[src/adc_setup_pkg.sv]
// Shared constants, field layouts and decode functions for the converter setup block.
package adc_setup_pkg;

	// Register indices; the byte address on the bus is four times the index.
	localparam logic [5:0] IDX_CONV_CTRL = 6'h00;
	localparam logic [5:0] IDX_CH2_SETUP_A = 6'h05;
	localparam logic [5:0] IDX_CH2_SETUP_B = 6'h06;
	localparam logic [5:0] IDX_TEMP_SETUP_A = 6'h08;
	localparam logic [5:0] IDX_TEMP_SETUP_B = 6'h09;
	localparam logic [5:0] IDX_CONV_STATUS = 6'h0a;

	// Writable bits of each setup word; unused bits stay zero.
	localparam logic [15:0] MASK_CH2_SETUP_A = 16'hff7f;
	localparam logic [15:0] MASK_CH2_SETUP_B = 16'h0073;
	localparam logic [15:0] MASK_TEMP_SETUP_A = 16'h077f;
	localparam logic [15:0] MASK_TEMP_SETUP_B = 16'h0070;
	localparam logic [15:0] RST_SETUP = 16'h0000;

	// Field positions inside the setup words.
	localparam int GAIN_LSB = 11;
	localparam int DIV_LSB = 8;
	localparam int RES_LSB = 4;
	localparam int OFS_SIGN_BIT = 3;
	localparam int OFS_MAG_LSB = 0;
	localparam int BIAS_LSB = 4;
	localparam int VREF_LSB = 0;

	// Control register start bits.
	localparam int CH2_START_BIT = 1;
	localparam int TEMP_START_BIT = 0;

	// Status register bit positions.
	localparam int ST_BUSY_BIT = 0;
	localparam int ST_CH2_BIT = 1;
	localparam int ST_RES_ERR_BIT = 2;
	localparam int ST_BIAS_ERR_BIT = 3;
	localparam int ST_RANGE_LSB = 4;

	// Resolution code that has no clock count and is refused.
	localparam logic [2:0] RES_RESERVED = 3'h7;

	// Reference select codes.
	localparam logic [1:0] VREF_SUPPLY = 2'h0;
	localparam logic [1:0] VREF_EXTERNAL = 2'h1;
	localparam logic [1:0] VREF_BANDGAP_X4 = 2'h2;

	// Gain code limits of the three coarse offset step ranges.
	localparam logic [4:0] GAIN_RANGE0_TOP = 5'h08;
	localparam logic [4:0] GAIN_RANGE1_TOP = 5'h10;
	localparam logic [4:0] GAIN_RANGE2_TOP = 5'h1e;

	// System clock and core clock rates; the ratio paces the converter clock.
	localparam int SYS_CLK_HZ = 4000000;
	localparam int CORE_CLK_HZ = 250000000;
	localparam int TICK_NUM = SYS_CLK_HZ / 2000000;
	localparam int TICK_DEN = CORE_CLK_HZ / 2000000;

	// Channel that a conversion serves.
	typedef enum logic {CHAN_TEMP, CHAN_CH2} conv_chan_t;

	// Divisor minus one of the system clock for a divider code (4 .. 512).
	function automatic logic [8:0] div_last(input logic [2:0] code);
		logic [9:0] divisor;
		divisor = 10'h004 << code;
		return 9'(divisor - 10'h001);
	endfunction

	// Converter clocks per conversion minus one for a resolution code.
	function automatic logic [10:0] clocks_last(input logic [2:0] code);
		logic [10:0] last;
		last = 11'h0ff;
		unique case (code)
			3'h0: last = 11'h0ff;
			3'h1: last = 11'h13f;
			3'h2: last = 11'h1ff;
			3'h3: last = 11'h27f;
			3'h4: last = 11'h31f;
			3'h5: last = 11'h4ff;
			3'h6: last = 11'h7ff;
			3'h7: last = 11'h7ff;
		endcase
		return last;
	endfunction

	// True for the seventeen gain codes that have a defined gain.
	function automatic logic gain_defined(input logic [4:0] code);
		return (code <= GAIN_RANGE0_TOP) || (code[0] == 1'b0 && (code <= 5'h10
			|| code == 5'h14 || code >= 5'h18) && code != 5'h1a && code != 5'h1e)
			|| code == GAIN_RANGE2_TOP;
	endfunction

	// Coarse offset step range chosen by the gain code.
	function automatic logic [1:0] offset_range(input logic [4:0] code);
		if (code <= GAIN_RANGE0_TOP) begin
			return 2'h0;
		end else if (code <= GAIN_RANGE1_TOP) begin
			return 2'h1;
		end
		return 2'h2;
	endfunction

	// Fastest-permitted check: lowest divider code the bias setting allows.
	function automatic logic [2:0] min_div_for_bias(input logic [2:0] bias);
		return 3'h3 - {1'b0, bias[2:1]};
	endfunction

endpackage

[src/conv_if.sv]
// Signals between the register side and the conversion timer.
`timescale 1ns/1ps
interface conv_if;
	logic start;
	logic [2:0] divider_code;
	logic [2:0] resolution_code;
	logic busy;
	logic adc_tick;
	logic done;
	modport ctl(output start, output divider_code, output resolution_code,
		input busy, input adc_tick, input done);
	modport tmr(input start, input divider_code, input resolution_code,
		output busy, output adc_tick, output done);
endinterface

[src/adc_conversion_config.sv]
// Converter setup registers, conversion start control and Avalon-MM slave.
`timescale 1ns/1ps

// Functional notes
// - Channel 2 word A: gain 15-11, divider 10-8, resolution 6-4, offset 3 and 2-0.
// - Channel 2 word B: bias 6-4, reference select 1-0, rest unused.
// - Temperature word A: divider 10-8, resolution 6-4, offset 3 and 2-0, no gain.
// - Temperature word B: only bias 6-4; no reference select.
// - Seventeen gain codes are defined; other codes are undefined.
// - Converter clock is the 4 MHz system clock divided by 4 up to 512.
// - Resolution code sets converter clocks per conversion, 256 up to 2048.
// - Coarse offset is applied; its step range follows three gain code ranges.
// - Conversion time is clocks per conversion times the converter clock period.
// - Reference select: 00 supply, 01 external, 10 four times bandgap.
// - Writing a start bit converts that channel, halts the CPU, then self-clears.
module adc_conversion_config
	import adc_setup_pkg::*;
#(
	parameter int TICK_NUM_P = TICK_NUM,
	parameter int TICK_DEN_P = TICK_DEN
) (
	input wire logic clock,
	input wire logic resetn,
	input wire logic [7:0] avs_address,
	input wire logic avs_read,
	input wire logic avs_write,
	input wire logic [31:0] avs_writedata,
	input wire logic [3:0] avs_byteenable,
	output logic [31:0] avs_readdata,
	output logic avs_waitrequest,
	output logic cpu_halt,
	output logic conv_active,
	output logic conv_done,
	output logic converter_clock_tick,
	output logic conv_channel_ch2,
	output logic [4:0] gain_code,
	output logic gain_code_defined,
	output logic [2:0] divider_code,
	output logic [2:0] resolution_code,
	output logic [3:0] offset_code,
	output logic [1:0] offset_step_range,
	output logic [2:0] bias_code,
	output logic [2:0] vref_source
);

	conv_if cif();

	logic [15:0] ch2_conv_setup_a_r;
	logic [15:0] ch2_conv_setup_b_r;
	logic [15:0] temp_conv_setup_a_r;
	logic [15:0] temp_conv_setup_b_r;
	logic ch2_convert_start_r;
	logic temp_convert_start_r;
	logic res_error_r;
	logic bias_error_r;
	logic [1:0] vref_select_r;
	logic [31:0] readdata_nxt;
	logic [5:0] word_index;
	logic bus_req;
	logic write_go;
	logic start_ch2;
	logic start_temp;
	logic [15:0] sel_setup_a;
	logic [15:0] sel_setup_b;
	logic [2:0] sel_res;
	logic [2:0] sel_div;
	logic [2:0] sel_bias;
	logic sel_res_bad;
	logic sel_bias_bad;
	logic [15:0] ctrl_word;
	logic [15:0] status_word;

	// Merges the two low byte lanes of a bus write into a 16-bit word under a mask.
	function automatic logic [15:0] lane_merge(input logic [15:0] old,
		input logic [31:0] wdata, input logic [3:0] be, input logic [15:0] mask);
		logic [15:0] merged;
		merged = old;
		if (be[0]) begin
			merged[7:0] = wdata[7:0];
		end
		if (be[1]) begin
			merged[15:8] = wdata[15:8];
		end
		return merged & mask;
	endfunction

	conv_timer #(
		.TICK_NUM_P(TICK_NUM_P),
		.TICK_DEN_P(TICK_DEN_P)
	) u_timer (
		.clock(clock),
		.resetn(resetn),
		.bus(cif.tmr)
	);

	// Bus decode: the address is a byte address, so the word index drops the low two bits.
	assign word_index = avs_address[7:2];
	assign bus_req = avs_read || avs_write;
	assign write_go = avs_write && !avs_waitrequest;

	// Avalon handshake: one wait cycle, then waitrequest drops for exactly one cycle.
	always_ff @(posedge clock or negedge resetn) begin
		if (!resetn) begin
			avs_waitrequest <= 1'b1;
		end else if (bus_req && avs_waitrequest) begin
			avs_waitrequest <= 1'b0;
		end else begin
			avs_waitrequest <= 1'b1;
		end
	end

	// Read data is captured with the answer so it stands when waitrequest is low.
	always_ff @(posedge clock or negedge resetn) begin
		if (!resetn) begin
			avs_readdata <= 32'h0000_0000;
		end else if (avs_read && avs_waitrequest) begin
			avs_readdata <= readdata_nxt;
		end
	end

	// Setup words. Writes land on the edge where waitrequest is seen low.
	always_ff @(posedge clock or negedge resetn) begin
		if (!resetn) begin
			ch2_conv_setup_a_r <= RST_SETUP;
			ch2_conv_setup_b_r <= RST_SETUP;
			temp_conv_setup_a_r <= RST_SETUP;
			temp_conv_setup_b_r <= RST_SETUP;
		end else if (write_go) begin
			if (word_index == IDX_CH2_SETUP_A) begin
				ch2_conv_setup_a_r <= lane_merge(ch2_conv_setup_a_r, avs_writedata,
					avs_byteenable, MASK_CH2_SETUP_A);
			end
			if (word_index == IDX_CH2_SETUP_B) begin
				ch2_conv_setup_b_r <= lane_merge(ch2_conv_setup_b_r, avs_writedata,
					avs_byteenable, MASK_CH2_SETUP_B);
			end
			if (word_index == IDX_TEMP_SETUP_A) begin
				temp_conv_setup_a_r <= lane_merge(temp_conv_setup_a_r, avs_writedata,
					avs_byteenable, MASK_TEMP_SETUP_A);
			end
			if (word_index == IDX_TEMP_SETUP_B) begin
				temp_conv_setup_b_r <= lane_merge(temp_conv_setup_b_r, avs_writedata,
					avs_byteenable, MASK_TEMP_SETUP_B);
			end
		end
	end

	// Channel 2 takes priority when both start bits arrive in one write.
	assign start_ch2 = write_go && word_index == IDX_CONV_CTRL && avs_byteenable[0]
		&& avs_writedata[CH2_START_BIT] && !cpu_halt;
	assign start_temp = write_go && word_index == IDX_CONV_CTRL && avs_byteenable[0]
		&& avs_writedata[TEMP_START_BIT] && !avs_writedata[CH2_START_BIT] && !cpu_halt;

	// Setup of the channel being requested, used to latch the active configuration.
	assign sel_setup_a = start_ch2 ? ch2_conv_setup_a_r : temp_conv_setup_a_r;
	assign sel_setup_b = start_ch2 ? ch2_conv_setup_b_r : temp_conv_setup_b_r;
	assign sel_res = sel_setup_a[RES_LSB +: 3];
	assign sel_div = sel_setup_a[DIV_LSB +: 3];
	assign sel_bias = sel_setup_b[BIAS_LSB +: 3];
	assign sel_res_bad = sel_res == RES_RESERVED;
	assign sel_bias_bad = sel_div < min_div_for_bias(sel_bias);

	// Start bits and CPU halt. A reserved resolution is refused and nothing starts.
	always_ff @(posedge clock or negedge resetn) begin
		if (!resetn) begin
			ch2_convert_start_r <= 1'b0;
			temp_convert_start_r <= 1'b0;
			cpu_halt <= 1'b0;
			cif.start <= 1'b0;
		end else if ((start_ch2 || start_temp) && !sel_res_bad) begin
			ch2_convert_start_r <= start_ch2;
			temp_convert_start_r <= start_temp;
			cpu_halt <= 1'b1;
			cif.start <= 1'b1;
		end else if (cif.done) begin
			ch2_convert_start_r <= 1'b0;
			temp_convert_start_r <= 1'b0;
			cpu_halt <= 1'b0;
			cif.start <= 1'b0;
		end else begin
			cif.start <= 1'b0;
		end
	end

	// Configuration presented to the analog path, frozen for the whole conversion.
	always_ff @(posedge clock or negedge resetn) begin
		if (!resetn) begin
			conv_channel_ch2 <= 1'b0;
			gain_code <= 5'h00;
			gain_code_defined <= 1'b1;
			cif.divider_code <= 3'h0;
			cif.resolution_code <= 3'h0;
			offset_code <= 4'h0;
			offset_step_range <= 2'h0;
			bias_code <= 3'h0;
			vref_select_r <= VREF_SUPPLY;
		end else if ((start_ch2 || start_temp) && !sel_res_bad) begin
			conv_channel_ch2 <= start_ch2;
			gain_code <= start_ch2 ? sel_setup_a[GAIN_LSB +: 5] : 5'h00;
			gain_code_defined <= start_ch2 ? gain_defined(sel_setup_a[GAIN_LSB +: 5]) : 1'b1;
			cif.divider_code <= sel_div;
			cif.resolution_code <= sel_res;
			offset_code <= {sel_setup_a[OFS_SIGN_BIT], sel_setup_a[OFS_MAG_LSB +: 3]};
			offset_step_range <= offset_range(start_ch2 ? sel_setup_a[GAIN_LSB +: 5] : 5'h00);
			bias_code <= sel_bias;
			// The temperature channel has no reference field, so it uses the supply.
			vref_select_r <= start_ch2 ? sel_setup_b[VREF_LSB +: 2] : VREF_SUPPLY;
		end
	end

	always_ff @(posedge clock or negedge resetn) begin
		if (!resetn) begin
			vref_source <= 3'h0;
		end else begin
			vref_source <= {vref_select_r == VREF_BANDGAP_X4,
				vref_select_r == VREF_EXTERNAL, vref_select_r == VREF_SUPPLY};
		end
	end

	// Sticky error flags; a new event wins over a software clear in the same cycle.
	always_ff @(posedge clock or negedge resetn) begin
		if (!resetn) begin
			res_error_r <= 1'b0;
			bias_error_r <= 1'b0;
		end else begin
			if ((start_ch2 || start_temp) && sel_res_bad) begin
				res_error_r <= 1'b1;
			end else if (write_go && word_index == IDX_CONV_STATUS && avs_byteenable[0]
				&& avs_writedata[ST_RES_ERR_BIT]) begin
				res_error_r <= 1'b0;
			end
			if ((start_ch2 || start_temp) && !sel_res_bad && sel_bias_bad) begin
				bias_error_r <= 1'b1;
			end else if (write_go && word_index == IDX_CONV_STATUS && avs_byteenable[0]
				&& avs_writedata[ST_BIAS_ERR_BIT]) begin
				bias_error_r <= 1'b0;
			end
		end
	end

	// Timer state mirrored to the pins through flops of their own.
	always_ff @(posedge clock or negedge resetn) begin
		if (!resetn) begin
			conv_active <= 1'b0;
			conv_done <= 1'b0;
			converter_clock_tick <= 1'b0;
		end else begin
			conv_active <= cif.busy;
			conv_done <= cif.done;
			converter_clock_tick <= cif.adc_tick;
		end
	end

	assign divider_code = cif.divider_code;
	assign resolution_code = cif.resolution_code;

	// Read views of the control and status words.
	always_comb begin
		ctrl_word = 16'h0000;
		ctrl_word[CH2_START_BIT] = ch2_convert_start_r;
		ctrl_word[TEMP_START_BIT] = temp_convert_start_r;
		status_word = 16'h0000;
		status_word[ST_BUSY_BIT] = cpu_halt;
		status_word[ST_CH2_BIT] = conv_channel_ch2;
		status_word[ST_RES_ERR_BIT] = res_error_r;
		status_word[ST_BIAS_ERR_BIT] = bias_error_r;
		status_word[ST_RANGE_LSB +: 2] = offset_step_range;
	end

	// Read mux; unmapped words read as zero.
	always_comb begin
		readdata_nxt = 32'h0000_0000;
		unique case (word_index)
			IDX_CONV_CTRL: readdata_nxt = {16'h0000, ctrl_word};
			IDX_CH2_SETUP_A: readdata_nxt = {16'h0000, ch2_conv_setup_a_r};
			IDX_CH2_SETUP_B: readdata_nxt = {16'h0000, ch2_conv_setup_b_r};
			IDX_TEMP_SETUP_A: readdata_nxt = {16'h0000, temp_conv_setup_a_r};
			IDX_TEMP_SETUP_B: readdata_nxt = {16'h0000, temp_conv_setup_b_r};
			IDX_CONV_STATUS: readdata_nxt = {16'h0000, status_word};
			default: readdata_nxt = 32'h0000_0000;
		endcase
	end

endmodule

[src/conv_timer.sv]
// Converter clock generation and conversion length counter.
`timescale 1ns/1ps
module conv_timer
	import adc_setup_pkg::*;
#(
	parameter int TICK_NUM_P = TICK_NUM,
	parameter int TICK_DEN_P = TICK_DEN
) (
	input wire logic clock,
	input wire logic resetn,
	conv_if.tmr bus
);

	logic [7:0] acc_r;
	logic [8:0] acc_sum;
	logic sys_tick;
	logic [8:0] div_cnt_r;
	logic [10:0] conv_cnt_r;

	// A fractional accumulator turns the core clock into exact system clock ticks.
	assign acc_sum = 9'(acc_r) + 9'(TICK_NUM_P);
	assign sys_tick = acc_sum >= 9'(TICK_DEN_P);

	always_ff @(posedge clock or negedge resetn) begin
		if (!resetn) begin
			acc_r <= 8'h00;
		end else if (bus.start) begin
			acc_r <= 8'h00;
		end else if (sys_tick) begin
			acc_r <= 8'(acc_sum - 9'(TICK_DEN_P));
		end else begin
			acc_r <= acc_sum[7:0];
		end
	end

	always_ff @(posedge clock or negedge resetn) begin
		if (!resetn) begin
			div_cnt_r <= 9'h000;
			bus.adc_tick <= 1'b0;
		end else if (bus.start || !bus.busy) begin
			div_cnt_r <= 9'h000;
			bus.adc_tick <= 1'b0;
		end else if (sys_tick) begin
			bus.adc_tick <= div_cnt_r == div_last(bus.divider_code);
			div_cnt_r <= (div_cnt_r == div_last(bus.divider_code)) ? 9'h000 : div_cnt_r + 9'h001;
		end else begin
			bus.adc_tick <= 1'b0;
		end
	end

	always_ff @(posedge clock or negedge resetn) begin
		if (!resetn) begin
			conv_cnt_r <= 11'h000;
			bus.busy <= 1'b0;
			bus.done <= 1'b0;
		end else if (bus.start) begin
			conv_cnt_r <= 11'h000;
			bus.busy <= 1'b1;
			bus.done <= 1'b0;
		end else if (bus.busy && bus.adc_tick) begin
			if (conv_cnt_r == clocks_last(bus.resolution_code)) begin
				bus.busy <= 1'b0;
				bus.done <= 1'b1;
			end else begin
				conv_cnt_r <= conv_cnt_r + 11'h001;
				bus.done <= 1'b0;
			end
		end else begin
			bus.done <= 1'b0;
		end
	end

endmodule

[config.mk]
export PLATFORM = sky130hd
export DESIGN_NAME = adc_conversion_config
export DESIGN_NICKNAME = d
export VERILOG_FILES = /design/src/adc_setup_pkg.sv /design/src/conv_if.sv /design/src/adc_conversion_config.sv /design/src/conv_timer.sv
export SDC_FILE = /design/constraint.sdc
export NUM_CORES = 1
export LEC_CHECK = 0
export BUFFER_PORTS_ARGS = -buffer_cell sky130_fd_sc_hd__clkbuf_2
export CAP_MARGIN = 30
export CELL_PAD_IN_SITES_DETAIL_PLACEMENT = 1
export CELL_PAD_IN_SITES_GLOBAL_PLACEMENT = 2
export CORE_ASPECT_RATIO = 1.5
export CORE_MARGIN = 1.5
export CORE_UTILIZATION = 35
export DETAILED_ROUTE_END_ITERATION = 16
export MAX_ROUTING_LAYER = met4
export PLACE_DENSITY_LB_ADDON = 0.08
export SYNTH_ARGS = -nofsm -noshare
export SYNTH_HDL_FRONTEND = slang
export SYNTH_SLANG_ARGS = --single-unit
[constraint.sdc]
create_clock -name clock -period 3.5 [get_ports clock]
set_input_delay 0.525 -clock clock [delete_from_list [all_inputs] [get_ports clock]]
set_output_delay 0.525 -clock clock [all_outputs]
set_load 0.01 [all_outputs]
==> run metrics, run 1 <==
sequential cell fraction of total power 39.0%; largest net degree at the start of global routing 64; Layout Cells excl Fill 887; Max Freq 346.5 MHz; Crit Reg-Reg Endpoint u_timer.div_cnt_r[7]$_DFFE_PN0P_; Max Buffers Root-to-Sink 2; hold buffer count at CTS 0; Peak VDD IR 0.3328 mV; final worst path period need 2.886 ns; number of optimization iterations in the first detailed-route pass 4; path type of the worst setup path reg -> reg; ratio of cells with drive above 1 in the final layout 24.37%; post-route DRC violation count 0; per-cell via count in the routed design 5.260; startpoint type of the worst setup path register; final total negative setup slack 0 ns; post-CTS setup buffers 0; max-slew violation count 0; cell-internal power 2794 µW; Crit path required time 3.83 ns; proportion of total power due to net switching 29.10%; clock root buffer clkbuf_16; Max-Slew Margin vs Limit 44.42%; Worst Tran Pin Value 0.8281 ns; number of register bits inferred by synthesis 116; worst-path fanout max 10; origin of the worst setup path u_timer.acc_r[1]$_DFF_PN0_; number of antenna violations at the first check in global routing 0; count of cells resized by post-cts repair 0; category of the worst setup path capture point register; most instantiated flip-flop cell in the synthesis netlist dfrtp_1; initial core utilization 35.63%; Site Rows 58; total number of yosys warnings 0; Core Footprint 16760 µm²; Critical R2R Launch u_timer.acc_r[1]$_DFF_PN0_; number of buffers added by the clock tree synthesis step 17; final WL 16260 µm; Post-synth EDFFs 0; end point of the critical path u_timer.div_cnt_r[7]$_DFFE_PN0P_; worst setup slack for register-to-register paths 0.61 ns; reported max-cap violation count 0; # H-tree levels 4; first-pass GRT wire length 26440 µm; Antenna Nets Post-Route 0; Total Die Area 17880 µm²; leading cell types in the layout, fill and taps excluded dfrtp_1, clkbuf_2, nand2_1; part of the Yosys area used for sequential elements 48.64%; final setup vio count 0; share of async-settable or async-resettable flops after synthesis 100.0%; number of vias in the routed layout 4666; worst reg-to-reg path cell count 8; placer congestion estimate 0.7770; number of placed instances, taps included 855; combinational share of power 15.5%; post-synth top area cell dfrtp_1; average routed wire per standard cell 18.33 µm; Worst Clk Skew 0.008973 ns; fillers 1880; layout overhead on the synthesized area 19.46%; unrepaired setup endpoints after global routing no; netlist area before placement 5973 µm²; synthesized instance count 587; leakage power total 0.003443 µW; Synth top area share 47.76%; via count of the first global-routing pass 4957; number of clock sinks 116; Clock transition at path regs 0.06 ns; GRT Residual Overflow 0; pwr dens 552.4 nW/µm²; detailed placement HPWL 11870 µm; distinct cell type count of the synthesized netlist 64; net switching power figure 1147 µW; largest cells by area after synthesis dfrtp_1, mux2_2, nand2_1, o21ai_0, nor2_1; CTS tree done; insertion delay of the later-clocked pin in the worst-skew pair 0.41 ns; Die Span X 109.7 µm; final count of hold timing violations 0; die height 163 µm; share of the cycle needed by the critical path after routing 82.46%; number of violations reported at the end of detailed-routing iteration 0 128; path class of the lowest-slack min-delay path in -> async; most frequent standard cell in the layout excluding fill and tap cells dfrtp_1; Clk pwr share 45.5%; number of antenna cells inserted 0; average instance area after synthesis 10.18 µm²; PortBufs 71; top-level port count 110; number of nets in the finished design 723; Total Routing Usage GR 20.13%; arrival time reported for the critical path endpoint 3.21 ns; status finished clean
[flip-flops by register name (all words and copies together) (netlist names), 2 cells and up]
name,count
divider_code,3
avs_readdata,15
vref_select_r,2
ch2_conv_setup_a_r,15
offset_code,4
vref_source,3
u_timer.acc_r,8
gain_code,5
u_timer.div_cnt_r,9
temp_conv_setup_a_r,10
u_timer.conv_cnt_r,11
offset_step_range,2
temp_conv_setup_b_r,3
bias_code,3
resolution_code,3
ch2_conv_setup_b_r,5
[power groups by stage]
stage                     Sequential, µW  Clock (µW)  Combinational (µW)
after floorplan                     1500           0                 514
after global placement              1550           0                 602
after detailed placement            1560           0                 617
after CTS                           1540        1840                 621
after global routing                1550        1910                 682
final                               1540        1800                 610
[worst max-delay path, stage by stage (launching register included)]
cell and delay (ns):
dfrtp_1 0.48, ha_1 0.35, and2_1 0.20, o211ai_1 0.18, and4bb_2 0.26, or2_0 0.47, nor3_2 0.18, or4_1 0.52
a21oi_1 0.16
[synth_stat cells, types with 3 or more instances]
cell type	number
a22oi_1	10
xor2_1	12
mux2i_1	12
o21a_1	3
clkbuf_1	17
nor3_1	14
o21ai_0	33
nand2b_1	6
nor2_1	41
buf_4	18
xnor2_1	15
nand4_1	9
buf_2	6
or3_1	3
o31ai_1	6
inv_1	15
dfrtp_1	114
and3_1	8
o211ai_1	4
nand2_1	64
a222oi_1	5
and2_1	5
nor2b_1	6
a2bb2oi_1	3
nand3_1	22
a21oi_1	22
mux2_2	37
a21o_1	6
ha_1	11
nand3b_1	5
a22o_1	12
[worst min-delay path by stage]
stage	to	slack (ns)	depth (start not counted)
floorplan	avs_readdata[0]$_DFFE_PN0P_	0.23	0
global placement	converter_clock_tick$_DFF_PN0_	0.40	0
detailed placement	converter_clock_tick$_DFF_PN0_	0.41	0
CTS	ch2_conv_setup_b_r[0]$_DFFE_PN0P_	0.21	1
global route	ch2_conv_setup_b_r[0]$_DFFE_PN0P_	0.23	1
finish	u_timer.conv_cnt_r[2]$_DFFE_PN0P_	0.19	1
[per-stage QoR]
step / util (%) / instance area [µm²] / hold WS [ns] / power [µW] / worst slack (ns)
after global placement: 38.94 / 6528 / 0.4022 / 2154 / 0.4686
final: 42.57 / 7136 / 0.1892 / 3942 / 0.6139
after CTS: 42.57 / 7136 / 0.2068 / 3995 / 0.5977
after floorplan: - / 6033 / 0.2294 / 2010 / 0.7553
after global routing: 42.57 / 7136 / 0.2251 / 4141 / 0.4304
after detailed placement: 38.94 / 6528 / 0.4092 / 2177 / 0.3861
[layout make-up]
cell class / count / area, µm² / share of cell area (%)
flip-flops and latches: 116 / 2905 / 40.72
multi-input cells: 430 / 2839 / 39.79
clock buffers: 18 / 429.2 / 6.014
repair buffers: 83 / 460.4 / 6.453
clock inverters: 14 / 178.9 / 2.507
inverters: 16 / 60.06 / 0.8417
well taps: 210 / 262.8 / 3.682
[logic make-up after synthesis]
| logic type | Yosys count | synth area share (%) |
|---|---|---|
| muxes | 49 | 8.986 |
| DFF | 116 | 48.64 |
| buffers and inverters | 57 | 4.839 |
| xor gates and xnor gates | 28 | 4.231 |
| and+or+nand+nor | 205 | 17.26 |
| AOI/OAI and AO/OA | 120 | 13.68 |
| adders and majority gates | 11 | 2.304 |
| other | 1 | 0.06278 |
[layer usage]
metal	vias up	routed length [µm]	GRT usage, %
met5	-	0	-
met4	0	167	5.077
met3	11	452	4.602
met2	75	9018	36.28
met1	2358	6621	21.95
li1	2222	-	-
Note: power is estimated with default switching activity, not from simulation.
==> run 2, diff against run 1 <==
--- a/config.mk
+++ b/config.mk
@@ -5,13 +5,14 @@
 export SDC_FILE = /design/constraint.sdc
 export NUM_CORES = 1
 export LEC_CHECK = 0
+export ABC_AREA = 1
 export BUFFER_PORTS_ARGS = -buffer_cell sky130_fd_sc_hd__clkbuf_2
 export CAP_MARGIN = 30
 export CELL_PAD_IN_SITES_DETAIL_PLACEMENT = 1
 export CELL_PAD_IN_SITES_GLOBAL_PLACEMENT = 2
 export CORE_ASPECT_RATIO = 1.5
 export CORE_MARGIN = 1.5
-export CORE_UTILIZATION = 35
+export CORE_UTILIZATION = 30
 export DETAILED_ROUTE_END_ITERATION = 16
 export MAX_ROUTING_LAYER = met4
 export PLACE_DENSITY_LB_ADDON = 0.08
==> constraint.sdc (replaced) <==
create_clock -name clock -period 2.4 [get_ports clock]
set_input_delay 0.36 -clock clock [delete_from_list [all_inputs] [get_ports clock]]
set_output_delay 0.36 -clock clock [all_outputs]
set_load 0.01 [all_outputs]
==> run metrics, run 2 <==
status finished clean; leading cell types in the layout, fill and taps excluded nand2_1, dfrtp_1, inv_1; final total negative setup slack 0 ns (unchanged); post-CTS setup buffers 0 (unchanged); top-level port count 110 (unchanged); final setup vio count 0 (unchanged); fin util 36.75% (-5.8 points); unrepaired setup endpoints after global routing no; path length in cells of the critical path 11 (+3); most instantiated flip-flop cell in the synthesis netlist dfrtp_1; PortBufs 71 (unchanged); CTS tree done; Total Die Area 22270 µm² (+25%); Layout Cell Area excl Fill 7711 µm² (+8.1%); detailed placement HPWL 14360 µm (+21%); Max Buffers Root-to-Sink 2 (unchanged); Max Freq 459.0 MHz (+32%); share of async-settable or async-resettable flops after synthesis 100.0% (unchanged); final WL 19140 µm (+18%); synthesized instance count 800 (+36%); number of antenna cells inserted 0 (unchanged); Max-Slew Margin vs Limit 55.38% (+11 points); hold buffer count at CTS 0 (unchanged); most used cell, CP nand2_1; end point of the critical path u_timer.div_cnt_r[3]$_DFFE_PN0P_; number of violations reported at the end of detailed-routing iteration 0 179 (+40%); ratio of cells with drive above 1 in the final layout 20.07% (-4.3 points); final count of hold timing violations 0 (unchanged); Die Span X 122.3 µm (+12%); dpl cell area 7052 µm² (+8.0%); Critical R2R Launch u_timer.acc_r[1]$_DFF_PN0_; final worst path period need 2.179 ns (-0.7074 ns); arrival time reported for the critical path endpoint 2.54 ns (-0.67 ns); number of nets in the finished design 948 (+31%); number of optimization iterations in the first detailed-route pass 4 (unchanged); WHS 0.01721 ns (-0.1720 ns); ordered cell list for the critical path ha_1 -> nand4_1 -> nand2_1 -> inv_1 -> nand2_1 -> nor2_2 -> nor2_4 -> nand2_8 -> nor2_4 -> nand2_1 -> nand2_1; origin of the worst setup path u_timer.acc_r[1]$_DFF_PN0_; number of buffers added by the clock tree synthesis step 17 (unchanged); distinct cell type count of the synthesized netlist 47 (-27%); placer congestion estimate 0.7895 (+1.6%); reported max-cap violation count 0 (unchanged); initial core utilization 30.54% (-5.1 points); GRT Residual Overflow 0 (unchanged); Antenna Nets Post-Route 0 (unchanged); Critical-path top delay cell dfrtp_2; average routed wire per standard cell 16.36 µm (-11%); cell types with the highest counts after synthesis nand2_1, dfrtp_1, inv_1; share of the cycle needed by the critical path after routing 90.78% (+8.3 points); Worst path max stage delay 0.46 ns (-0.06 ns); # H-tree levels 4 (unchanged); average instance area after synthesis 8.011 µm² (-21%); total number of yosys warnings 0 (unchanged); Worst Clk Skew 0.009367 ns (+0.0003936 ns); per-cell via count in the routed design 4.738 (-9.9%); overall power after layout 5090 µW (+29%); WP buf/inv 1 (+1); Total Routing Usage GR 18.74% (-1.4 points); clock root buffer clkbuf_16; library cell with the highest instance count after synthesis nand2_1; part of the Yosys area used for sequential elements 45.33% (-3.3 points); largest registers in the final layout avs_readdata: 15 flops, ch2_conv_setup_a_r: 15 flops, u_timer.conv_cnt_r: 11 flops; netlist area before placement 6409 µm² (+7.3%); max-slew violation count 0 (unchanged); post-route DRC violation count 0 (unchanged); Site Rows 65 (+12%); first-pass GRT wire length 31110 µm (+18%); number of register bits inferred by synthesis 116 (unchanged); Worst Tran Pin Value 0.6693 ns (-0.1588 ns); startpoint type of the worst setup path register; most frequent standard cell in the layout excluding fill and tap cells nand2_1; Post-synth EDFFs 0 (unchanged); layout overhead on the synthesized area 20.32%; category of the worst setup path capture point register; largest net degree at the start of global routing 117 (+83%); Clock transition at path regs 0.06 ns (about the same); via count of the first global-routing pass 5989 (+21%); CP delay by family, top simple AND/OR/NAND/NOR gates; Core Footprint 20980 µm² (+25%); worst reg-to-reg path cell count 11 (+3); number of clock sinks 116 (unchanged); pwr dens 660.1 nW/µm² (+19%); worst setup slack for register-to-register paths 0.22 ns (-0.39 ns); number of vias in the routed layout 5544 (+19%); Peak VDD IR 0.4586 mV (+38%); path type of the worst setup path reg -> reg; leakage power total 0.003845 µW (+12%); number of antenna violations at the first check in global routing 0 (unchanged); die height 182.0 µm (+12%); Synth top area share 44.51% (-3.2 points); Crit path required time 2.76 ns (-1.07 ns); worst-path fanout max 18 (+8); post-synth top area cell dfrtp_1; largest cells by area after synthesis dfrtp_1, nand2_1, o21ai_0, inv_1, nand3_1; insertion delay of the later-clocked pin in the worst-skew pair 0.43 ns (+0.02 ns); path class of the lowest-slack min-delay path in -> async; Crit Reg-Reg Endpoint u_timer.div_cnt_r[3]$_DFFE_PN0P_
==> run 2: area by class of cell <==
class,instances,area (µm²)
multi-input combinational,571,2942
sequential,116,2907
inverter,91,341.6
timing repair buffer,92,528.0
clock inverter,13,205.2
clock buffer,19,452.9
fill,2606,13270
tap,268,335.3
==> run 2: worst min path at each step <==
stage | cells after the start | from | slack, ns | to
after detailed placement | 0 | u_timer.bus.adc_tick$_DFF_PN0_ | 0.38 | converter_clock_tick$_DFF_PN0_
final | 2 | resetn | 0.02 | ch2_conv_setup_a_r[6]$_DFFE_PN0P_
after floorplan | 0 | resetn | 0.06 | avs_readdata[0]$_DFFE_PN0P_
after CTS | 2 | resetn | 0.06 | u_timer.conv_cnt_r[10]$_DFFE_PN0P_
after global routing | 2 | resetn | 0.09 | temp_conv_setup_a_r[4]$_DFFE_PN0P_
after global placement | 0 | u_timer.bus.adc_tick$_DFF_PN0_ | 0.37 | converter_clock_tick$_DFF_PN0_
==> run 2: timing repair <==
action,4_1_cts,5_1_grt
resized for setup,0,1
setup endpoints to repair,0,10
endpoints found under the hold margin,0,0
==> run 2: cells by family (layout without fill, tap and decap cells) <==
logic type	after synthesis	after routing	share of synthesized area (%)
XOR/XNOR	20	20	2.733
AO/OA/AOI/OAI	123	123	11.38
adder cells (fa/ha/maj)	11	11	2.148
multiplexers	3	3	0.4686
AND/OR/NAND/NOR	397	397	28.17
buffers and inverters	129	215	9.703
other	1	17	0.05851
flip-flops	116	116	45.33
==> run 2: through the flow <==
step                cells  setup WS, ns
detailed placement   1138       0.08611
finish               1170        0.2213
global placement     1138        0.1958
global route         1170       0.06328
CTS                  1170       0.07401
floorplan             816        0.4282
==> run 2: routing by layer <==
metal,vias up,global-route usage [%],share of wire [%]
met5,-,-,0
met4,0,5.256,1.3
met3,14,3.361,2.4
met2,77,34.68,56
met1,2714,20.05,41
li1,2739,-,-
==> run 2: worst register-to-register path, stage by stage, from the launching register on <==
cell and delay, ns:
dfrtp_2 0.46, ha_1 0.24, nand4_1 0.19, nand2_1 0.19, inv_1 0.05, nand2_1 0.11, nor2_2 0.07, nor2_4 0.22
nand2_8 0.16, nor2_4 0.25, nand2_1 0.10, nand2_1 0.07
==> run 2: power by group <==
part / total [µW] / internal [µW] / switching, µW
Combinational: 203 / 54.5 / 148
Sequential: 2020 / 1990 / 25.7
Clock: 2870 / 1890 / 979
==> run 3, diff against run 2 <==
--- a/config.mk
+++ b/config.mk
@@ -8,11 +8,9 @@
 export ABC_AREA = 1
 export BUFFER_PORTS_ARGS = -buffer_cell sky130_fd_sc_hd__clkbuf_2
 export CAP_MARGIN = 30
-export CELL_PAD_IN_SITES_DETAIL_PLACEMENT = 1
-export CELL_PAD_IN_SITES_GLOBAL_PLACEMENT = 2
 export CORE_ASPECT_RATIO = 1.5
 export CORE_MARGIN = 1.5
-export CORE_UTILIZATION = 30
+export CORE_UTILIZATION = 40
 export DETAILED_ROUTE_END_ITERATION = 16
 export MAX_ROUTING_LAYER = met4
 export PLACE_DENSITY_LB_ADDON = 0.08
==> run metrics, run 3 (synthesized netlist as in run 2, its figures left out) <==
overall power after layout 4905 µW (-3.6%); final count of hold timing violations 0 (unchanged); Total Routing Usage GR 20.81% (+2.1 points); PortBufs 71 (unchanged); share of the cycle needed by the critical path after routing 88.87% (-1.9 points); via count of the first global-routing pass 5245 (-12%); clock root buffer clkbuf_16; worst-path fanout max 10 (-8); Total Die Area 16810 µm² (-25%); cell-internal power 3820 µW (-3.0%); worst min-delay path startpoint avs_read; Worst Tran Pin Value 0.5385 ns (-0.1308 ns); path class of the lowest-slack min-delay path in -> reg; status finished clean; placer congestion estimate 0.8812 (+12%); post-route DRC violation count 0 (unchanged); Min-Delay Path Depth 2; Worst Clk Skew 0.01546 ns (+0.006096 ns); average routed wire per standard cell 14.45 µm (-12%); Crit path required time 2.70 ns (-0.06 ns); CTS tree done; category of the worst setup path capture point register; number of buffers added by the clock tree synthesis step 17 (unchanged); Max Buffers Root-to-Sink 2 (unchanged); path type of the worst setup path reg -> reg; number of antenna cells inserted 0 (unchanged); fillers 1541 (-41%); met3 wire length 519 µm (+13%); startpoint type of the worst setup path register; Peak VDD IR 0.4095 mV (-11%); final worst path period need 2.133 ns (-0.04580 ns); number of violations reported at the end of detailed-routing iteration 0 228 (+27%); ratio of cells with drive above 1 in the final layout 19.44% (-0.62 points); Max-Slew Margin vs Limit 64.01% (+8.6 points); pwr dens 646.6 nW/µm² (-2.0%); final setup vio count 0 (unchanged); # H-tree levels 4 (unchanged); per-cell via count in the routed design 4.934 (+4.1%); number of optimization iterations in the first detailed-route pass 5 (+1); Die Span X 106.4 µm (-13%); Site Rows 56 (-14%); number of antenna violations at the first check in global routing 0 (unchanged); number of clock sinks 116 (unchanged); final WL 15940 µm (-17%); insertion delay of the later-clocked pin in the worst-skew pair 0.42 ns (about the same); most frequent standard cell in the layout excluding fill and tap cells nand2_1; Hold Path End avs_waitrequest$_DFF_PN1_; Crit Reg-Reg Endpoint u_timer.div_cnt_r[8]$_DFFE_PN0P_; initial core utilization 41.02% (+10 points); GRT Residual Overflow 0 (unchanged); leading cell types in the layout, fill and taps excluded nand2_1, dfrtp_1, inv_1; first-pass GRT wire length 26050 µm (-16%); Clock transition at path regs 0.06 ns (about the same); largest net degree at the start of global routing 50 (-57%); die height 158.0 µm (-13%); number of placed instances, taps included 1070 (-6.0%); combinational share of power 4.1% (about the same); post-placement setup slack 0.2008 ns (+0.1147 ns); max-slew violation count 0 (unchanged); top-level port count 110 (unchanged); largest registers in the final layout avs_readdata: 15 flops, ch2_conv_setup_a_r: 15 flops, u_timer.conv_cnt_r: 11 flops; number of nets in the finished design 946 (-0.21%); Antenna Nets Post-Route 0 (unchanged); leakage power total 0.003822 µW (-0.60%); reported max-cap violation count 0 (unchanged); worst reg-to-reg path cell count 13 (+2); detailed placement HPWL 12250 µm (-15%); final total negative setup slack 0 ns (unchanged); Max Freq 468.9 MHz (+2.1%); final setup slack of the worst path 0.2671 ns (+0.04580 ns); met1 WL 6659 µm (-15%); number of vias in the routed layout 5442 (-1.8%); Layout Cells excl Fill 1103 (-5.7%); Core Footprint 15630 µm² (-26%); Critical R2R Launch divider_code[2]$_DFFE_PN0P_; worst setup slack for register-to-register paths 0.27 ns (+0.05 ns); routed wire length on met2 8371 µm (-21%); arrival time reported for the critical path endpoint 2.43 ns (-0.11 ns); highest metal layer with signal wires met4; sequential cell fraction of total power 41.1% (+1.5 points); Clk pwr share 54.8% (-1.6 points); proportion of total power due to net switching 22.13% (-0.52 points); unrepaired setup endpoints after global routing no; net switching power figure 1086 µW (-5.9%); layout overhead on the synthesized area 18.37%
==> run 3: area by class of cell <==
| type | count | area [µm²] | area share (%) |
|---|---|---|---|
| multi-input cells | 571 | 2944 | 38.81 |
| inverters | 91 | 341.6 | 4.503 |
| well taps | 203 | 254.0 | 3.348 |
| clock buffers | 21 | 450.4 | 5.938 |
| repair buffers | 90 | 515.5 | 6.795 |
| flip-flops and latches | 116 | 2905 | 38.30 |
| clock inverters | 11 | 175.2 | 2.309 |
==> run 3: what timing repair did <==
action	4_1_cts	5_1_grt
hold buffers	1	0
hold endpoints to repair	13	0
setup buffers	0	0
gates resized for setup	0	1
setup endpoints to repair	0	11
==> run 3: worst max path at each step <==
stage                                        start                                  to  slack [ns]  cells after the start
finish                 divider_code[2]$_DFFE_PN0P_    u_timer.div_cnt_r[8]$_DFFE_PN0P_        0.27                     13
global route        resolution_code[0]$_DFFE_PN0P_  u_timer.conv_cnt_r[10]$_DFFE_PN0P_        0.06                     10
CTS                 resolution_code[0]$_DFFE_PN0P_  u_timer.conv_cnt_r[10]$_DFFE_PN0P_        0.18                      8
detailed placement  resolution_code[0]$_DFFE_PN0P_  u_timer.conv_cnt_r[10]$_DFFE_PN0P_        0.20                     10
global placement    resolution_code[0]$_DFFE_PN0P_  u_timer.conv_cnt_r[10]$_DFFE_PN0P_        0.26                     10
floorplan              divider_code[2]$_DFFE_PN0P_    u_timer.div_cnt_r[0]$_DFFE_PN0P_        0.43                     14
==> run 3: layer usage <==
metal | up-vias | track usage (%)
met5 | - | -
met4 | 0 | 9.202
met1 | 2540 | 23.07
li1 | 2752 | -
met3 | 27 | 4.405
met2 | 123 | 35.94
==> run 3: worst max-delay path, cell delays in order, from the launching register on <==
cell     delay (ns)
dfrtp_1        0.37
nor2_1         0.16
nand2_1        0.11
ha_1           0.27
inv_1          0.09
nor2_1         0.05
nor2_1         0.11
nand2_1        0.05
nand2_1        0.06
nand2_1        0.04
nor2_1         0.10
nand3_1        0.32
nand4_1        0.21
nand2_1        0.07
==> run 3: metrics by stage <==
stage,utilization [%],hold slack (ns),cell area [µm²]
2_1_floorplan,-,0.06441,6469
3_3_place_gp,44.47,0.2372,6948
3_5_place_dp,44.47,0.2437,6948
4_1_cts,48.53,0.07790,7584
5_1_grt,48.55,0.1025,7586
6_report,48.55,0.09973,7586
==> run 3: power groups by stage <==
stage	Sequential [µW]	Clock, µW	Combinational, µW
detailed placement	2050	0	203
CTS	2020	2750	204
floorplan	2040	0	112
global placement	2050	0	200
finish	2020	2690	201
global route	2020	2840	230
